### src/rtcia_cfg.svh
// Constants of the RTC interrupt routing and alarm date block.
// Assumes it is included by bare name by every file that decodes registers or times the pulse.
`ifndef RTCIA_CFG_SVH
`define RTCIA_CFG_SVH

// Register bus geometry and register offsets.
`define RTCIA_ADDR_W 20
`define RTCIA_OFS_FLAGS 20'hFFFF0
`define RTCIA_OFS_ALARM_DATE 20'hFFFF5
`define RTCIA_OFS_INT_CTRL 20'hFFFF6
`define RTCIA_READ_ZERO 8'h00

// Interrupt control fields; the flags register uses the same three source positions.
`define RTCIA_BIT_WDOG 7
`define RTCIA_BIT_ALARM 6
`define RTCIA_BIT_PFAIL 5
`define RTCIA_BIT_RSV4 4
`define RTCIA_BIT_POL_HIGH 3
`define RTCIA_BIT_PULSE 2
`define RTCIA_BIT_RSV1 1
`define RTCIA_BIT_RSV0 0
`define RTCIA_CTRL_WR_MASK 8'hEC
`define RTCIA_FLAGS_MASK 8'hE0

// Alarm date fields.
`define RTCIA_DATE_MASK_BIT 7
`define RTCIA_DATE_ZERO_BIT 6
`define RTCIA_TENS_HI 5
`define RTCIA_TENS_LO 4
`define RTCIA_UNITS_HI 3
`define RTCIA_UNITS_LO 0
`define RTCIA_DATE_WR_MASK 8'hBF

// Reset values.
`define RTCIA_CTRL_RST 8'h00
`define RTCIA_DATE_RST 8'h00
`define RTCIA_FLAGS_RST 8'h00

// Interrupt pulse length, given in milliseconds, and the clock rate.
`define RTCIA_PULSE_MS 200
`define RTCIA_CLK_HZ 10000000
`define RTCIA_MS_PER_S 1000
`define RTCIA_PULSE_CYCLES (`RTCIA_PULSE_MS * (`RTCIA_CLK_HZ / `RTCIA_MS_PER_S))
`define RTCIA_PULSE_CNT_W 22
// Widest pulse counter that still fits a plain int in the length checks.
`define RTCIA_CNT_W_MAX 31

`endif

### src/rtcia_pkg.sv
// Types shared by the RTC interrupt routing and alarm date block.
// Assumes nothing of its surroundings.
package rtcia_pkg;

  // One register byte.
  typedef logic [7:0] rtcia_byte_t;

  // States of the interrupt pulse timer.
  typedef enum logic [0:0] {
    RTCIA_PT_IDLE = 1'b0,
    RTCIA_PT_RUN = 1'b1
  } rtcia_pulse_state_e;

endpackage

### src/rtcia_pulse_timer.sv
// Retriggerable one-shot that holds the interrupt active for a fixed number of cycles.
// Assumes a single clock and a synchronous active-high reset.
`timescale 1ns/1ps
`include "rtcia_cfg.svh"

module rtcia_pulse_timer #(
  parameter int unsigned CYCLES = `RTCIA_PULSE_CYCLES,
  parameter int unsigned CNT_W = `RTCIA_PULSE_CNT_W
) (
  input wire logic sys_clk,
  input wire logic sys_rst,
  input wire logic trigger,
  input wire logic abort,
  output logic active
);

  rtcia_pkg::rtcia_pulse_state_e state_ff;
  logic [CNT_W-1:0] count_ff;

  // Refuses a length that the counter cannot hold.
  if (CYCLES < 1 || CNT_W > `RTCIA_CNT_W_MAX || CYCLES > (1 << CNT_W)) begin : g_bad_len
    $error("pulse length does not fit the counter");
  end

  // A trigger always restarts the full length, so a new event stretches the pulse.
  always_ff @(posedge sys_clk) begin
    if (sys_rst) begin
      state_ff <= rtcia_pkg::RTCIA_PT_IDLE;
      count_ff <= '0;
    end else if (trigger) begin
      state_ff <= rtcia_pkg::RTCIA_PT_RUN;
      count_ff <= CNT_W'(CYCLES - 1);
    end else if (abort) begin
      state_ff <= rtcia_pkg::RTCIA_PT_IDLE;
      count_ff <= '0;
    end else begin
      unique case (state_ff)
        rtcia_pkg::RTCIA_PT_IDLE: begin
          count_ff <= '0;
        end
        rtcia_pkg::RTCIA_PT_RUN: begin
          if (count_ff == '0) begin
            state_ff <= rtcia_pkg::RTCIA_PT_IDLE;
          end else begin
            count_ff <= count_ff - 1'b1;
          end
        end
      endcase
    end
  end

  // The pulse is active for exactly as long as the timer runs.
  assign active = (state_ff == rtcia_pkg::RTCIA_PT_RUN);

endmodule

### src/rtcia_irq_alarm.sv
// Interrupt routing, output shaping and alarm date compare of the real time clock.
// Assumes event strobes are one cycle long and synchronous to sys_clk, and that the
// date counter, hours and minutes compare and watchdog live outside this module.
//
// Design decision made here: the address-and-strobe port.
`timescale 1ns/1ps
`include "rtcia_cfg.svh"

// Operation
// With the watchdog interrupt enable set, a watchdog timeout raises the interrupt and sets its flag.
// With the watchdog interrupt enable clear, a watchdog timeout only sets its flag.
// An alarm match sets its flag and raises the interrupt only when the alarm enable is set.
// A power-fail detection sets its flag and raises the interrupt only when its enable is set.
// Bits 4, 1 and 0 of the interrupt control register always hold zero.
// With the polarity bit set, the interrupt pin is driven high while active.
// With the polarity bit clear, the pin is open drain, pulled low while active and released otherwise.
// With the pulse bit set, each routed event makes the pin active for a pulse of about 200 ms.
// With the pulse bit clear, the pin stays active until the flags register is read.
// The alarm date register holds the mask at bit 7, zero at bit 6, tens at 5..4 and units at 3..0.
// With the date mask clear, the stored date takes part in the alarm comparison.
// With the date mask set, the date is ignored and the alarm may match on any day.
// The alarm date is held in BCD and compared digit by digit with the running date.
module rtcia_irq_alarm #(
  parameter int unsigned PULSE_CYCLES = `RTCIA_PULSE_CYCLES,
  parameter int unsigned PULSE_CNT_W = `RTCIA_PULSE_CNT_W
) (
  input wire logic sys_clk,
  input wire logic sys_rst,
  input wire logic [`RTCIA_ADDR_W-1:0] regAddr,
  input wire logic [7:0] regWrData,
  input wire logic regWrStb,
  input wire logic regRdStb,
  output logic [7:0] regRdData,
  input wire logic wdogTimeoutStb,
  input wire logic alarmCheckStb,
  input wire logic alarmTimeMatch,
  input wire logic [1:0] curDateTens,
  input wire logic [3:0] curDateUnits,
  input wire logic powerFailStb,
  output logic irqPinOut,
  output logic irqPinOutEn_n,
  output logic intReq
);

  rtcia_pkg::rtcia_byte_t intCtrl_ff;
  rtcia_pkg::rtcia_byte_t alarmDate_ff;
  rtcia_pkg::rtcia_byte_t flags_ff;
  rtcia_pkg::rtcia_byte_t regRdData_ff;
  rtcia_pkg::rtcia_byte_t nxt_rdData;
  rtcia_pkg::rtcia_byte_t eventVec;
  rtcia_pkg::rtcia_byte_t routedVec;
  logic levelPending_ff;
  logic irqPinOut_ff;
  logic irqPinOutEn_n_ff;
  logic intReq_ff;
  logic wrCtrl;
  logic wrDate;
  logic wrFlags;
  logic rdFlags;
  logic dateEqual;
  logic alarmEvent;
  logic anyRouted;
  logic pulseMode;
  logic polHigh;
  logic pulseActive;
  logic irqActive;

  // Refuses a pulse length or counter width that the pulse logic cannot time.
  if (PULSE_CYCLES < 1 || PULSE_CNT_W > `RTCIA_CNT_W_MAX) begin : g_bad_param
    $error("pulse parameters out of range");
  end

  // Address decode of the three registers.
  assign wrCtrl = regWrStb && (regAddr == `RTCIA_OFS_INT_CTRL);
  assign wrDate = regWrStb && (regAddr == `RTCIA_OFS_ALARM_DATE);
  assign wrFlags = regWrStb && (regAddr == `RTCIA_OFS_FLAGS);
  assign rdFlags = regRdStb && (regAddr == `RTCIA_OFS_FLAGS);

  // Interrupt control register; reserved bits are dropped on write.
  always_ff @(posedge sys_clk) begin
    if (sys_rst) begin
      intCtrl_ff <= `RTCIA_CTRL_RST;
    end else if (wrCtrl) begin
      intCtrl_ff <= regWrData & `RTCIA_CTRL_WR_MASK;
    end
  end

  // Alarm date register; bit 6 can never be written to one.
  always_ff @(posedge sys_clk) begin
    if (sys_rst) begin
      alarmDate_ff <= `RTCIA_DATE_RST;
    end else if (wrDate) begin
      alarmDate_ff <= regWrData & `RTCIA_DATE_WR_MASK;
    end
  end

  assign pulseMode = intCtrl_ff[`RTCIA_BIT_PULSE];
  assign polHigh = intCtrl_ff[`RTCIA_BIT_POL_HIGH];

  // Digit-wise BCD compare of tens and units, skipped when the date mask is set.
  assign dateEqual = (alarmDate_ff[`RTCIA_TENS_HI:`RTCIA_TENS_LO] == curDateTens) &&
    (alarmDate_ff[`RTCIA_UNITS_HI:`RTCIA_UNITS_LO] == curDateUnits);
  assign alarmEvent = alarmCheckStb && alarmTimeMatch &&
    (alarmDate_ff[`RTCIA_DATE_MASK_BIT] || dateEqual);

  // Source events gathered at the flag positions, then gated by the enables.
  always_comb begin
    eventVec = `RTCIA_READ_ZERO;
    eventVec[`RTCIA_BIT_WDOG] = wdogTimeoutStb;
    eventVec[`RTCIA_BIT_ALARM] = alarmEvent;
    eventVec[`RTCIA_BIT_PFAIL] = powerFailStb;
  end
  assign routedVec = eventVec & intCtrl_ff & `RTCIA_FLAGS_MASK;
  assign anyRouted = |routedVec;

  // Sticky flags: every event sets its flag whatever the enable; writing one clears, set wins.
  always_ff @(posedge sys_clk) begin
    if (sys_rst) begin
      flags_ff <= `RTCIA_FLAGS_RST;
    end else begin
      flags_ff <= ((flags_ff & ~(wrFlags ? regWrData : `RTCIA_READ_ZERO)) | eventVec)
        & `RTCIA_FLAGS_MASK;
    end
  end

  // Level mode: held until the flags are read; a routed event in the read cycle wins.
  always_ff @(posedge sys_clk) begin
    if (sys_rst) begin
      levelPending_ff <= 1'b0;
    end else if (anyRouted && !pulseMode) begin
      levelPending_ff <= 1'b1;
    end else if (rdFlags || pulseMode) begin
      levelPending_ff <= 1'b0;
    end
  end

  // Pulse mode: every routed event restarts a fixed-length pulse.
  rtcia_pulse_timer #(
    .CYCLES(PULSE_CYCLES),
    .CNT_W(PULSE_CNT_W)
  ) u_pulse (
    .sys_clk(sys_clk),
    .sys_rst(sys_rst),
    .trigger(anyRouted && pulseMode),
    .abort(!pulseMode),
    .active(pulseActive)
  );

  assign irqActive = pulseMode ? pulseActive : levelPending_ff;

  // Pin shaping: driven high, or open drain pulling low and otherwise released.
  always_ff @(posedge sys_clk) begin
    if (sys_rst) begin
      irqPinOut_ff <= 1'b0;
      irqPinOutEn_n_ff <= 1'b1;
    end else if (polHigh) begin
      irqPinOut_ff <= irqActive;
      irqPinOutEn_n_ff <= 1'b0;
    end else begin
      irqPinOut_ff <= 1'b0;
      irqPinOutEn_n_ff <= !irqActive;
    end
  end

  // Internal level request: high while an enabled flag is set.
  always_ff @(posedge sys_clk) begin
    if (sys_rst) begin
      intReq_ff <= 1'b0;
    end else begin
      intReq_ff <= |(flags_ff & intCtrl_ff & `RTCIA_FLAGS_MASK);
    end
  end

  // Read data mux; unmapped addresses read zero.
  always_comb begin
    nxt_rdData = `RTCIA_READ_ZERO;
    unique case (regAddr)
      `RTCIA_OFS_INT_CTRL: nxt_rdData = intCtrl_ff;
      `RTCIA_OFS_ALARM_DATE: nxt_rdData = alarmDate_ff;
      `RTCIA_OFS_FLAGS: nxt_rdData = flags_ff;
      default: nxt_rdData = `RTCIA_READ_ZERO;
    endcase
  end

  // Read data stand for exactly the cycle after the read strobe.
  always_ff @(posedge sys_clk) begin
    if (sys_rst) begin
      regRdData_ff <= `RTCIA_READ_ZERO;
    end else if (regRdStb) begin
      regRdData_ff <= nxt_rdData;
    end else begin
      regRdData_ff <= `RTCIA_READ_ZERO;
    end
  end

  assign regRdData = regRdData_ff;
  assign irqPinOut = irqPinOut_ff;
  assign irqPinOutEn_n = irqPinOutEn_n_ff;
  assign intReq = intReq_ff;

  // Checks of the routing, the pin shaping and the alarm compare.
  property p_wdog_routed;
    @(posedge sys_clk) disable iff (sys_rst)
    (wdogTimeoutStb && intCtrl_ff[`RTCIA_BIT_WDOG] && !pulseMode)
      |=> (levelPending_ff && flags_ff[`RTCIA_BIT_WDOG]);
  endproperty
  a_wdog_routed: assert property (p_wdog_routed)
    else $error("routed watchdog timeout did not raise the interrupt");

  property p_wdog_flag_only;
    @(posedge sys_clk) disable iff (sys_rst)
    (wdogTimeoutStb && !anyRouted && !levelPending_ff && !pulseMode && !wrCtrl)
      |=> (!levelPending_ff && flags_ff[`RTCIA_BIT_WDOG]);
  endproperty
  a_wdog_flag_only: assert property (p_wdog_flag_only)
    else $error("unrouted watchdog timeout touched the interrupt");

  property p_alarm_route;
    @(posedge sys_clk) disable iff (sys_rst)
    (alarmEvent && intCtrl_ff[`RTCIA_BIT_ALARM] && !wrCtrl)
      |=> (irqActive && flags_ff[`RTCIA_BIT_ALARM]);
  endproperty
  a_alarm_route: assert property (p_alarm_route)
    else $error("routed alarm match did not raise the interrupt");

  property p_pfail_route;
    @(posedge sys_clk) disable iff (sys_rst)
    (powerFailStb && intCtrl_ff[`RTCIA_BIT_PFAIL] && !wrCtrl)
      |=> (irqActive && flags_ff[`RTCIA_BIT_PFAIL]);
  endproperty
  a_pfail_route: assert property (p_pfail_route)
    else $error("routed power fail did not raise the interrupt");

  property p_ctrl_reserved;
    @(posedge sys_clk) disable iff (sys_rst)
    wrCtrl |=> (intCtrl_ff[`RTCIA_BIT_RSV4] == 1'b0) && (intCtrl_ff[`RTCIA_BIT_RSV1] == 1'b0)
      && (intCtrl_ff[`RTCIA_BIT_RSV0] == 1'b0)
      && (intCtrl_ff[`RTCIA_BIT_WDOG:`RTCIA_BIT_PFAIL]
        == $past(regWrData[`RTCIA_BIT_WDOG:`RTCIA_BIT_PFAIL]));
  endproperty
  a_ctrl_reserved: assert property (p_ctrl_reserved)
    else $error("interrupt control reserved bits not zero");

  property p_pin_high;
    @(posedge sys_clk) disable iff (sys_rst)
    (polHigh && irqActive && !wrCtrl) |=> (irqPinOut && !irqPinOutEn_n);
  endproperty
  a_pin_high: assert property (p_pin_high)
    else $error("active high interrupt pin not driven high");

  property p_pin_open_drain;
    @(posedge sys_clk) disable iff (sys_rst)
    (!polHigh && !wrCtrl) |=> (!irqPinOut && (irqPinOutEn_n == !$past(irqActive)));
  endproperty
  a_pin_open_drain: assert property (p_pin_open_drain)
    else $error("open drain interrupt pin misdriven");

  property p_pulse_len;
    @(posedge sys_clk) disable iff (sys_rst)
    (anyRouted && pulseMode && !wrCtrl) ##1 (!wrCtrl) [*7] |-> pulseActive;
  endproperty
  a_pulse_len: assert property (p_pulse_len)
    else $error("interrupt pulse ended too early");

  property p_level_release;
    @(posedge sys_clk) disable iff (sys_rst)
    (rdFlags && !anyRouted && !pulseMode) |=> !levelPending_ff;
  endproperty
  a_level_release: assert property (p_level_release)
    else $error("flags read did not release the level interrupt");

  property p_level_hold;
    @(posedge sys_clk) disable iff (sys_rst)
    (levelPending_ff && !rdFlags && !wrCtrl && !pulseMode) |=> levelPending_ff;
  endproperty
  a_level_hold: assert property (p_level_hold)
    else $error("level interrupt dropped without a flags read");

  property p_date_zero;
    @(posedge sys_clk) disable iff (sys_rst)
    wrDate |=> (alarmDate_ff[`RTCIA_DATE_ZERO_BIT] == 1'b0)
      && (alarmDate_ff[`RTCIA_DATE_MASK_BIT] == $past(regWrData[`RTCIA_DATE_MASK_BIT]));
  endproperty
  a_date_zero: assert property (p_date_zero)
    else $error("alarm date bit 6 not zero");

  property p_date_miss;
    @(posedge sys_clk) disable iff (sys_rst)
    (alarmCheckStb && alarmTimeMatch && !alarmDate_ff[`RTCIA_DATE_MASK_BIT] && !dateEqual
      && !flags_ff[`RTCIA_BIT_ALARM]) |=> !flags_ff[`RTCIA_BIT_ALARM];
  endproperty
  a_date_miss: assert property (p_date_miss)
    else $error("alarm matched on a wrong date");

  property p_date_masked;
    @(posedge sys_clk) disable iff (sys_rst)
    (alarmCheckStb && alarmTimeMatch && alarmDate_ff[`RTCIA_DATE_MASK_BIT])
      |=> flags_ff[`RTCIA_BIT_ALARM];
  endproperty
  a_date_masked: assert property (p_date_masked)
    else $error("masked date blocked the alarm");

  property p_date_bcd;
    @(posedge sys_clk) disable iff (sys_rst)
    (alarmCheckStb && alarmTimeMatch
      && (curDateTens == alarmDate_ff[`RTCIA_TENS_HI:`RTCIA_TENS_LO])
      && (curDateUnits == alarmDate_ff[`RTCIA_UNITS_HI:`RTCIA_UNITS_LO]))
      |=> flags_ff[`RTCIA_BIT_ALARM];
  endproperty
  a_date_bcd: assert property (p_date_bcd)
    else $error("matching BCD date did not set the alarm flag");

  // Age of the running pulse since its last start, so an overlong pulse is caught.
  logic [PULSE_CNT_W:0] pulseAge_ff;
  always_ff @(posedge sys_clk) begin
    if (sys_rst) begin
      pulseAge_ff <= '0;
    end else if (anyRouted && pulseMode) begin
      pulseAge_ff <= '0;
    end else if (pulseActive) begin
      pulseAge_ff <= pulseAge_ff + 1'b1;
    end
  end

  property p_pulse_max;
    @(posedge sys_clk) disable iff (sys_rst)
    pulseActive |-> (pulseAge_ff < (PULSE_CNT_W + 1)'(PULSE_CYCLES));
  endproperty
  a_pulse_max: assert property (p_pulse_max)
    else $error("interrupt pulse lasted too long");

  property p_alarm_time_gate;
    @(posedge sys_clk) disable iff (sys_rst)
    (alarmCheckStb && !alarmTimeMatch && !flags_ff[`RTCIA_BIT_ALARM])
      |=> !flags_ff[`RTCIA_BIT_ALARM];
  endproperty
  a_alarm_time_gate: assert property (p_alarm_time_gate)
    else $error("alarm flag set without a time match");

  property p_flag_set_wins;
    @(posedge sys_clk) disable iff (sys_rst)
    (wdogTimeoutStb && wrFlags && regWrData[`RTCIA_BIT_WDOG]) |=> flags_ff[`RTCIA_BIT_WDOG];
  endproperty
  a_flag_set_wins: assert property (p_flag_set_wins)
    else $error("clearing write swallowed a watchdog timeout");

  // Main scenarios.
  c_pulse_irq: cover property (@(posedge sys_clk) disable iff (sys_rst)
    anyRouted && pulseMode ##1 pulseActive);
  c_level_release: cover property (@(posedge sys_clk) disable iff (sys_rst)
    levelPending_ff ##1 rdFlags ##1 !levelPending_ff);
  c_open_drain: cover property (@(posedge sys_clk) disable iff (sys_rst)
    !polHigh && !irqPinOutEn_n);
  c_masked_alarm: cover property (@(posedge sys_clk) disable iff (sys_rst)
    alarmEvent && alarmDate_ff[`RTCIA_DATE_MASK_BIT] && !dateEqual);

endmodule

### config.mk
export PLATFORM = sky130hd
export DESIGN_NAME = rtcia_irq_alarm
export DESIGN_NICKNAME = d
export VERILOG_FILES = /design/src/rtcia_pkg.sv /design/src/rtcia_pulse_timer.sv /design/src/rtcia_irq_alarm.sv
export VERILOG_INCLUDE_DIRS = /design/src
export SDC_FILE = /design/constraint.sdc
export NUM_CORES = 1
export LEC_CHECK = 0
export BUFFER_PORTS_ARGS = -buffer_cell sky130_fd_sc_hd__buf_2
export CAP_MARGIN = 20
export CORE_AREA = 3 3 98 53
export CTS_BUF_LIST = sky130_fd_sc_hd__clkbuf_16
export CTS_CLUSTER_DIAMETER = 120
export DETAILED_ROUTE_END_ITERATION = 10
export DIE_AREA = 0 0 101 56
export PLACE_DENSITY = 0.82
export SYNTH_ARGS = -nofsm -noshare
export SYNTH_HDL_FRONTEND = slang
export SYNTH_SLANG_ARGS = --single-unit
### constraint.sdc
create_clock -name sys_clk -period 4.7 [get_ports sys_clk]
set_input_delay 0.94 -clock sys_clk [delete_from_list [all_inputs] [get_ports sys_clk]]
set_output_delay 0.94 -clock sys_clk [all_outputs]
set_load 0.02 [all_outputs]
==> reports/results.tsv, run 1 <==
stage	metric	value	unit
cts	Clock Latency Late Sink	0.28	ns
hold_path	hold_sp	u_pulse.count_ff[7]	
worst_setup_path	flop-to-flop setup slack	2.25	ns
cts	CTS Buf Count	5	
worst_setup_path	max incr delay on CP	0.84	ns
grt	vias in the first global route	2069	
routing	routed wire length	5450	µm
grt	global-route wire length before repair	9200	µm
cts	H-tree depth	2	
power_and_ir_drop	Net Sw Power	165	µW
worst_setup_path	Most Frequent Cell on Critical Path	nand4_1	
finish	commonest non-fill, non-tap cell in the layout	buf_2	
power_and_ir_drop	Clk pwr share	0.426	
logic_synthesis	post-synthesis sequential area ratio	0.439	
cts	Bufs on Longest Clock Path	2	
routing	wire length on met1	2300	µm
hold_path	WHS Endpoint	u_pulse.count_ff[7]	
worst_setup_path	worst-path maximum fanout	7	
sta	# setup viols final	0	
cts	total clock sinks	50	
floorplan	Die Y	56	µm
routing	Vias	2129	
logic_synthesis	Netlist Area Pre-Place	2280	µm²
sta	RSZ-0062 raised after global routing	false	
floorplan	Die Span X	101	µm
worst_setup_path	CP Launch Type	primary input	
worst_setup_path	CP arrival	3.02	ns
logic_synthesis	Synthesized Nets	306	
sta	crit path time final	2.86	ns
power_and_ir_drop	combinational share of power	0.042	
logic_synthesis	asr flop ratio synth	0	
logic_synthesis	ys flop type	dfxtp_1	
worst_setup_path	Critical Path Source	regAddr[16]	
routing	DRC	0	
logic_synthesis	top post-synthesis cells by area	dfxtp_1, nor2_1, xor2_1, mux2i_1, a21oi_1	
logic_synthesis	Synth top area share	0.439	
worst_setup_path	worst reg2reg path endpoint	u_pulse.count_ff[12]	
power_and_ir_drop	pwr dens	293	nW/µm²
grt	initial antenna violation count	0	
cts	TritonCTS clock tree	done	
cts	CTS resizes	0	
sta	Rel. slew slack	0.310	
logic_synthesis	cell count after synthesis	262	
finish	share of layout cells above drive strength 1	0.200	
placement	post-DP HPWL	4090	µm
logic_synthesis	EDFF count, synth	0	
routing	WL met2	2750	µm
sta	clock skew	0.00410	ns
grt	largest net degree at the start of global routing	24	
worst_setup_path	Worst R2R Path Depth	6	
logic_synthesis	area leader, netlist	dfxtp_1	
placement	final RePlAce weighted congestion	0.844	
logic_synthesis	syn avg cell area	8.71	µm²
grt	Tot GR Track Use	0.199	
power_and_ir_drop	Leak Pwr	1.21	nW
power_and_ir_drop	VDD IR max	145	µV
finish	commonest non-fill, non-tap cells in the layout	buf_2, dfxtp_1, nor2_1	
logic_synthesis	Ys Warns	0	
worst_setup_path	Data required, critical path	4.86	ns
sta	Fmax	350	MHz
finish	Ant. Diodes	0	
status	status	finished clean	
worst_setup_path	Setup crit end kind	flip-flop	
cts	root buffer cell	clkbuf_16	
floorplan	FP Rows	17	
floorplan	Die ar.	5660	µm²
routing	ANT nets after route	0	
power_and_ir_drop	Seq pwr share	0.532	
sta	Hold Vio Cnt, Final	0	
routing	Vias/cell	5.72	
routing	Top Metal Used	met4	
logic_synthesis	post-synthesis cell type count	41	
routing	DRT iter0 DRCs	105	
cts	Clock transition at path regs	0.06	ns
floorplan	top-level I/O count	53	
hold_path	Hold Path Class	reg -> reg	
routing	met3 wire len	320	µm
logic_synthesis	flop and latch count out of synthesis	50	
routing	routed len/inst	14.7	µm
floorplan	effective utilization at floorplan	0.521	
finish	Final Util	0.623	
sta	Setup Total Neg Slack	0	ns
worst_setup_path	Slowest-stage cell, CP	nor4_1	
power_and_ir_drop	switching share of power	0.206	
hold_path	Hold Path Stages	2	
sta	crit share post-route	0.608	
sta	Final Max Slew Viols	0	
grt	total gr overflow	0	
floorplan	Core Area	4380	µm²
cts	Post-CTS Hold Buffers	0	
cts	postcts setup bufs	0	
finish	nets	358	
placement	number of port buffers	52	
worst_setup_path	worst r2r src	u_pulse.count_ff[0]	
sta	Least-Margin Pin Slew	1.03	ns
worst_setup_path	ordered cell list for the critical path	buf_2, nand4_1, nor4_1, nand4_1, mux2i_1, nor2_1	
power_and_ir_drop	Pint	636	µW
finish	Synth-to-Final Area Change	19.5	%
routing	first-pass iteration count of the detailed router	4	
run	Max Cap Violations	0	
worst_setup_path	Setup CP Type	in -> reg	
worst max-delay path, delay by kind of cell:
| kind | cells | cell delay (ns) |
|---|---|---|
| and+or+nand+nor | 4 | 1.66 |
| muxes | 1 | 0.34 |
| buffers and inverters | 1 | 0.07 |
stage by stage:
stage                     power (mW)  instance area (µm²)  cells  hold WS, ns  setup WS [ns]
after floorplan                0.446                 2280    262        0.452           2.16
after global placement         0.467                 2590    364        0.463           1.80
after detailed placement       0.468                 2590    364        0.488           1.66
after CTS                      0.805                 2730    372        0.503           1.95
after global routing           0.828                 2730    372        0.523           1.71
final                          0.800                 2730    372        0.508           1.84
power by group through the flow:
stage	combinational (mW)	sequential, mW	clock (mW)
after floorplan	0.0106	0.435	0
after global placement	0.0319	0.435	0
after detailed placement	0.0326	0.435	0
after CTS	0.0330	0.426	0.346
after global routing	0.0366	0.426	0.365
final	0.0335	0.426	0.341
synthesized netlist by cell type (4+ instances only):
library cell / count
nand4_1: 7
or3_1: 4
nand2_1: 20
xnor2_1: 6
o21ai_0: 5
nor2_1: 33
mux2i_1: 12
o31ai_1: 7
a21oi_1: 21
inv_1: 6
clkbuf_1: 6
and3_1: 5
or4_1: 5
nor3_1: 8
o22ai_1: 6
dfxtp_1: 50
nor4_1: 5
xor2_1: 14
nand3_1: 10
how the worst max path moves through the flow:
stage	depth (start not counted)	end	slack [ns]
2_1_floorplan	5	alarmDate_ff[0]	2.16
3_3_place_gp	6	alarmDate_ff[4]	1.80
3_5_place_dp	6	alarmDate_ff[2]	1.66
4_1_cts	6	alarmDate_ff[7]	1.95
5_1_grt	6	alarmDate_ff[5]	1.71
6_report	6	alarmDate_ff[7]	1.84
logic make-up (layout without fill, tap and decap cells):
family / count (synthesis) / after routing / synth area share
compound gates: 53 / 53 / 0.145
xor+xnor: 20 / 20 / 0.0768
fa+ha+maj: 2 / 2 / 0.0110
buf+inv: 13 / 66 / 0.0219
flops: 50 / 50 / 0.439
mux: 12 / 12 / 0.0526
simple gates: 112 / 112 / 0.254
flip-flops by register name, indices dropped and copies added (netlist names):
register          flops
irqPinOut             1
intCtrl_ff            5
regRdData             8
u_pulse.active        1
intReq                1
flags_ff              3
u_pulse.count_ff     22
irqPinOutEn_n         1
alarmDate_ff          7
levelPending_ff       1
layer usage:
layer / track usage / vias to the layer above
met5: 0 / -
met2: 0.353 / 66
met4: 0.0814 / 0
met1: 0.232 / 987
met3: 0.0426 / 11
li1: - / 1065
final cells by class:
| class | count | area [µm²] |
|---|---|---|
| Multi-Input combinational cell | 199 | 1230 |
| Inverter | 6 | 22.5 |
| Clock buffer | 5 | 125 |
| Timing Repair Buffer | 52 | 260 |
| Fill cell | 348 | 1650 |
| Sequential cell | 50 | 1000 |
| Clock inverter | 3 | 16.3 |
| Tap cell | 57 | 71.3 |
(Power assumes the default switching activity.)
==> run 2, diff against run 1 <==
ABC_AREA = 1   (was unset)
CORE_AREA = 3 3 107 58   (was 3 3 98 53)
DIE_AREA = 0 0 110 61   (was 0 0 101 56)
PLACE_DENSITY = 0.8   (was 0.82)
clock period = 2.75 ns   (was 4.7 ns; I/O delays follow)
==> reports/results.tsv, run 2 <==
stage	metric	value	unit
sta	clock skew	0.00649	ns
sta	crit path time final	1.69	ns
finish	Layout fillers	484	
worst_setup_path	Setup crit end kind	flip-flop	
logic_synthesis	Synth top area share	0.368	
logic_synthesis	Synthesized Nets	439	
logic_synthesis	ys flop type	dfxtp_1	
cts	Post-CTS Hold Buffers	0	
routing	Vias	2569	
worst_setup_path	Critical Path Source	u_pulse.count_ff[16]	
routing	DRT iter0 DRCs	102	
placement	final RePlAce weighted congestion	0.882	
finish	Synth-to-Final Area Change	17.0	%
sta	setup ws final	1.06	ns
finish	commonest non-fill, non-tap cells in the layout	nand2_1, inv_1, buf_2	
sta	Least-Margin Pin Slew	0.455	ns
worst_setup_path	worst reg2reg path endpoint	u_pulse.count_ff[19]	
worst_setup_path	Setup CP Type	reg -> reg	
power_and_ir_drop	VDD IR max	269	µV
finish	Reg with most FFs	u_pulse.count_ff	
logic_synthesis	Ys Warns	0	
logic_synthesis	cell count after synthesis	395	
routing	DRC	0	
power_and_ir_drop	Leak Pwr	1.63	nW
logic_synthesis	syn avg cell area	6.89	µm²
finish	Ant. Diodes	0	
floorplan	Core Area	5350	µm²
run	Max Cap Violations	0	
grt	largest net degree at the start of global routing	17	
sta	crit share post-route	0.613	
routing	Vias/cell	4.91	
power_and_ir_drop	pwr dens	442	nW/µm²
floorplan	Die ar.	6710	µm²
cts	Clock transition at path regs	0.07	ns
cts	total clock sinks	50	
placement	worst slack, placed	0.855	ns
logic_synthesis	post-synthesis cell type count	35	
hold_path	hold_sp	intCtrl_ff[3]	
worst_setup_path	Data required, critical path	2.94	ns
worst_setup_path	worst-path maximum fanout	11	
cts	TritonCTS clock tree	done	
routing	routed len/inst	11.4	µm
floorplan	Die Span X	110	µm
finish	nets	493	
finish	Final Util	0.596	
logic_synthesis	most frequent cells after synthesis	nand2_1, inv_1, nor2_1, dfxtp_1, nand3_1	
cts	CTS Buf Count	5	
sta	Hold WS	0.462	ns
sta	Rel. slew slack	0.697	
routing	routed wire length	5940	µm
worst_setup_path	Worst R2R Path Depth	8	
cts	Clock Latency Late Sink	0.29	ns
placement	post-DP HPWL	4530	µm
logic_synthesis	EDFF count, synth	0	
cts	postcts setup bufs	0	
sta	Setup Total Neg Slack	0	ns
floorplan	Die Y	61	µm
logic_synthesis	asr flop ratio synth	0	
logic_synthesis	Netlist Area Pre-Place	2720	µm²
grt	global-route wire length before repair	9910	µm
status	status	finished clean	
cts	H-tree depth	2	
finish	share of layout cells above drive strength 1	0.236	
worst_setup_path	CP Launch Type	flip-flop	
cts	CTS resizes	0	
logic_synthesis	post-synthesis sequential area ratio	0.368	
logic_synthesis	flop and latch count out of synthesis	50	
worst_setup_path	CP arrival	1.87	ns
grt	Tot GR Track Use	0.187	
grt	initial antenna violation count	0	
grt	vias in the first global route	2330	
sta	# setup viols final	0	
placement	number of port buffers	52	
floorplan	top-level I/O count	53	
finish	max reg flops	22	
logic_synthesis	area leader, netlist	dfxtp_1	
worst_setup_path	flop-to-flop setup slack	1.06	ns
logic_synthesis	top post-synthesis cells by area	dfxtp_1, nand2_1, inv_1, nor2_1, nand3_1	
floorplan	FP Rows	19	
sta	Fmax	593	MHz
worst_setup_path	capture point of the worst path	u_pulse.count_ff[19]	
routing	ANT nets after route	0	
worst_setup_path	worst r2r src	u_pulse.count_ff[16]	
cts	Bufs on Longest Clock Path	2	
sta	Final Max Slew Viols	0	
sta	RSZ-0062 raised after global routing	false	
finish	commonest non-fill, non-tap cell in the layout	nand2_1	
routing	first-pass iteration count of the detailed router	4	
cts	root buffer cell	clkbuf_16	
sta	Hold Vio Cnt, Final	0	
power_and_ir_drop	Power, Total	1.41	mW
floorplan	effective utilization at floorplan	0.509	
grt	total gr overflow	0	
hold_path	Hold Path Class	reg -> reg	
logic_synthesis	most common cell in the netlist	nand2_1	
==> run 2: worst min path at each step <==
stage	endpoint	cells past startpoint
after floorplan	flags_ff[7]	2
after global placement	flags_ff[7]	2
after detailed placement	regRdData[3]	2
after CTS	regRdData[3]	2
after global routing	flags_ff[7]	2
final	regRdData[3]	2
==> run 2: layout make-up <==
class,count,area (µm²),area share
Clock buffer,5,125,0.0393
Clock inverter,3,20.0,0.00628
Inverter,66,248,0.0778
Multi-Input combinational cell,273,1430,0.450
Sequential cell,50,1000,0.314
Tap cell,73,91.3,0.0287
Timing Repair Buffer,53,268,0.0841
==> run 2: kinds of logic after synthesis <==
family | Yosys count | share of synthesized area
AO/OA/AOI/OAI | 51 | 0.0988
XOR/XNOR | 9 | 0.0290
adder cells (fa/ha/maj) | 2 | 0.00919
buffers and inverters | 72 | 0.106
flip-flops | 50 | 0.368
AND/OR/NAND/NOR | 211 | 0.389
==> run 2: metrics by stage <==
stage / area (µm²) / instances
after floorplan: 2720 / 395
final: 3190 / 523
after detailed placement: 3040 / 515
after global routing: 3190 / 523
after CTS: 3190 / 523
after global placement: 3040 / 515
==> run 2: critical path: stages (launching register included) <==
cell      delay [ns]
dfxtp_1         0.36
nor2_1          0.19
nand3_1         0.14
nor3_2          0.13
nand4_1         0.14
clkinv_1        0.08
nand4_2         0.30
nand3_1         0.20
inv_1           0.05
==> run 2: power breakdown <==
part | switching (mW) | internal [mW]
registers | 0.00144 | 0.726
clock network | 0.274 | 0.337
logic | 0.0373 | 0.0310
==> run 2: routing by layer <==
metal	wire (µm)	GRT usage	up-vias
li1	-	-	1367
met1	2890	0.239	1126
met2	2670	0.321	70
met3	323	0.0457	6
met4	50	0.0551	0
met5	0	0	-
==> run 3, diff against run 2 <==
clock period = 1.6 ns   (was 2.75 ns; I/O delays follow)
==> reports/results.tsv, run 3 (synthesized netlist as in run 2, its figures left out) <==
stage	metric	value	unit
finish	Ant. Diodes	0	
cts	H-tree depth	2	
floorplan	Core Area	5350	µm²
finish	max reg flops	22	
finish	Final Util	0.634	
routing	Vias	2656	
sta	Rel. slew slack	0.776	
sta	Hold WS	0.288	ns
sta	Hold Vio Cnt, Final	0	
worst_setup_path	Data required, critical path	1.79	ns
sta	clock skew	0.00838	ns
sta	Least-Margin Pin Slew	0.333	ns
routing	DRT iter0 DRCs	84	
power_and_ir_drop	VDD IR max	445	µV
placement	Post-DP Area	3140	µm²
finish	nets	509	
sta	setup ws final	0.0806	ns
placement	number of port buffers	52	
routing	DRC	0	
floorplan	Die ar.	6710	µm²
grt	vias in the first global route	2284	
finish	commonest non-fill, non-tap cells in the layout	nand2_1, inv_1, buf_2	
grt	Tot GR Track Use	0.193	
worst_setup_path	CP Launch Type	flip-flop	
hold_path	Hold Path Stages	2	
worst_setup_path	worst-path maximum fanout	8	
floorplan	Die Y	61	µm
run	Max Cap Violations	0	
power_and_ir_drop	Power, Total	2.44	mW
routing	routed len/inst	11.8	µm
grt	initial antenna violation count	0	
finish	post-route cell area	3390	µm²
floorplan	top-level I/O count	53	
placement	worst slack, placed	0.00488	ns
finish	Layout fillers	451	
finish	commonest non-fill, non-tap cell in the layout	nand2_1	
sta	Fmax	658	MHz
grt	total gr overflow	0	
cts	Post-CTS Hold Buffers	0	
placement	post-placement cell count	528	
routing	Vias/cell	4.93	
finish	Synth-to-Final Area Change	24.5	%
cts	Clock transition at path regs	0.07	ns
sta	crit path time final	1.52	ns
power_and_ir_drop	Leak Pwr	1.74	nW
placement	post-DP HPWL	4670	µm
sta	Final Max Slew Viols	0	
grt	largest net degree at the start of global routing	22	
placement	final RePlAce weighted congestion	0.880	
cts	TritonCTS clock tree	done	
sta	Setup Total Neg Slack	0	ns
floorplan	effective utilization at floorplan	0.509	
cts	Clock Latency Late Sink	0.30	ns
finish	share of layout cells above drive strength 1	0.305	
hold_path	Hold Path Class	in -> reg	
worst_setup_path	Setup crit end kind	flip-flop	
sta	RSZ-0062 raised after global routing	true	
cts	root buffer cell	clkbuf_16	
finish	Cell Count, Final, Fillers Out	539	
sta	crit share post-route	0.950	
cts	total clock sinks	50	
grt	global-route wire length before repair	10100	µm
worst_setup_path	Setup CP Type	reg -> reg	
cts	CTS Buf Count	5	
power_and_ir_drop	pwr dens	721	nW/µm²
worst_setup_path	CP arrival	1.71	ns
worst_setup_path	Worst R2R Path Depth	9	
floorplan	Die Span X	110	µm
sta	# setup viols final	0	
cts	Bufs on Longest Clock Path	2	
floorplan	FP Rows	19	
finish	Reg with most FFs	u_pulse.count_ff	
routing	first-pass iteration count of the detailed router	5	
routing	routed wire length	6340	µm
status	status	finished clean	
routing	ANT nets after route	0	
-- run 3: per-layer routing --
metal / vias to the layer above / part of all wire / global-route usage
met5: - / 0 / 0
met4: 0 / 0.018 / 0.0639
met3: 13 / 0.065 / 0.0414
met2: 81 / 0.46 / 0.327
met1: 1168 / 0.46 / 0.250
li1: 1394 / - / -
-- run 3: critical path, cell delays in order, from the launching register on --
cell	delay [ns]
dfxtp_2	0.35
nor2_4	0.12
nand2_2	0.08
buf_4	0.15
nor3_4	0.18
nand3_4	0.17
nand2_2	0.11
nor2_1	0.05
xnor2_1	0.13
nor2_1	0.06
-- run 3: final timing paths --
path                            slack (ns)              endpoint                  from
worst max-delay path                  0.08  u_pulse.count_ff[12]  u_pulse.count_ff[11]
worst max register to register        0.08  u_pulse.count_ff[12]  u_pulse.count_ff[11]
worst min-delay path                  0.29           flags_ff[7]               sys_rst
worst min register to register        0.46          regRdData[0]       alarmDate_ff[0]
-- run 3: final cells by class --
class                      count  area (µm²)  area share
timing repair buffer          69         388       0.114
inverter                      66         248      0.0731
clock buffer                   5         125      0.0369
sequential                    50        1010       0.297
tap                           73        91.3      0.0269
multi-input combinational    273        1510       0.446
clock inverter                 3        21.3     0.00627
-- run 3: what timing repair did --
item,in CTS,in global routing
pin swaps,2,5
setup endpoints to repair,1,19
resized for setup,0,28
buffers inserted,1,2
-- run 3: power breakdown --
group / switching (mW) / leakage, nW / internal [mW]
registers: 0.00283 / 0.405 / 1.25
clock network: 0.494 / 0.0714 / 0.581
logic: 0.0644 / 1.26 / 0.0556
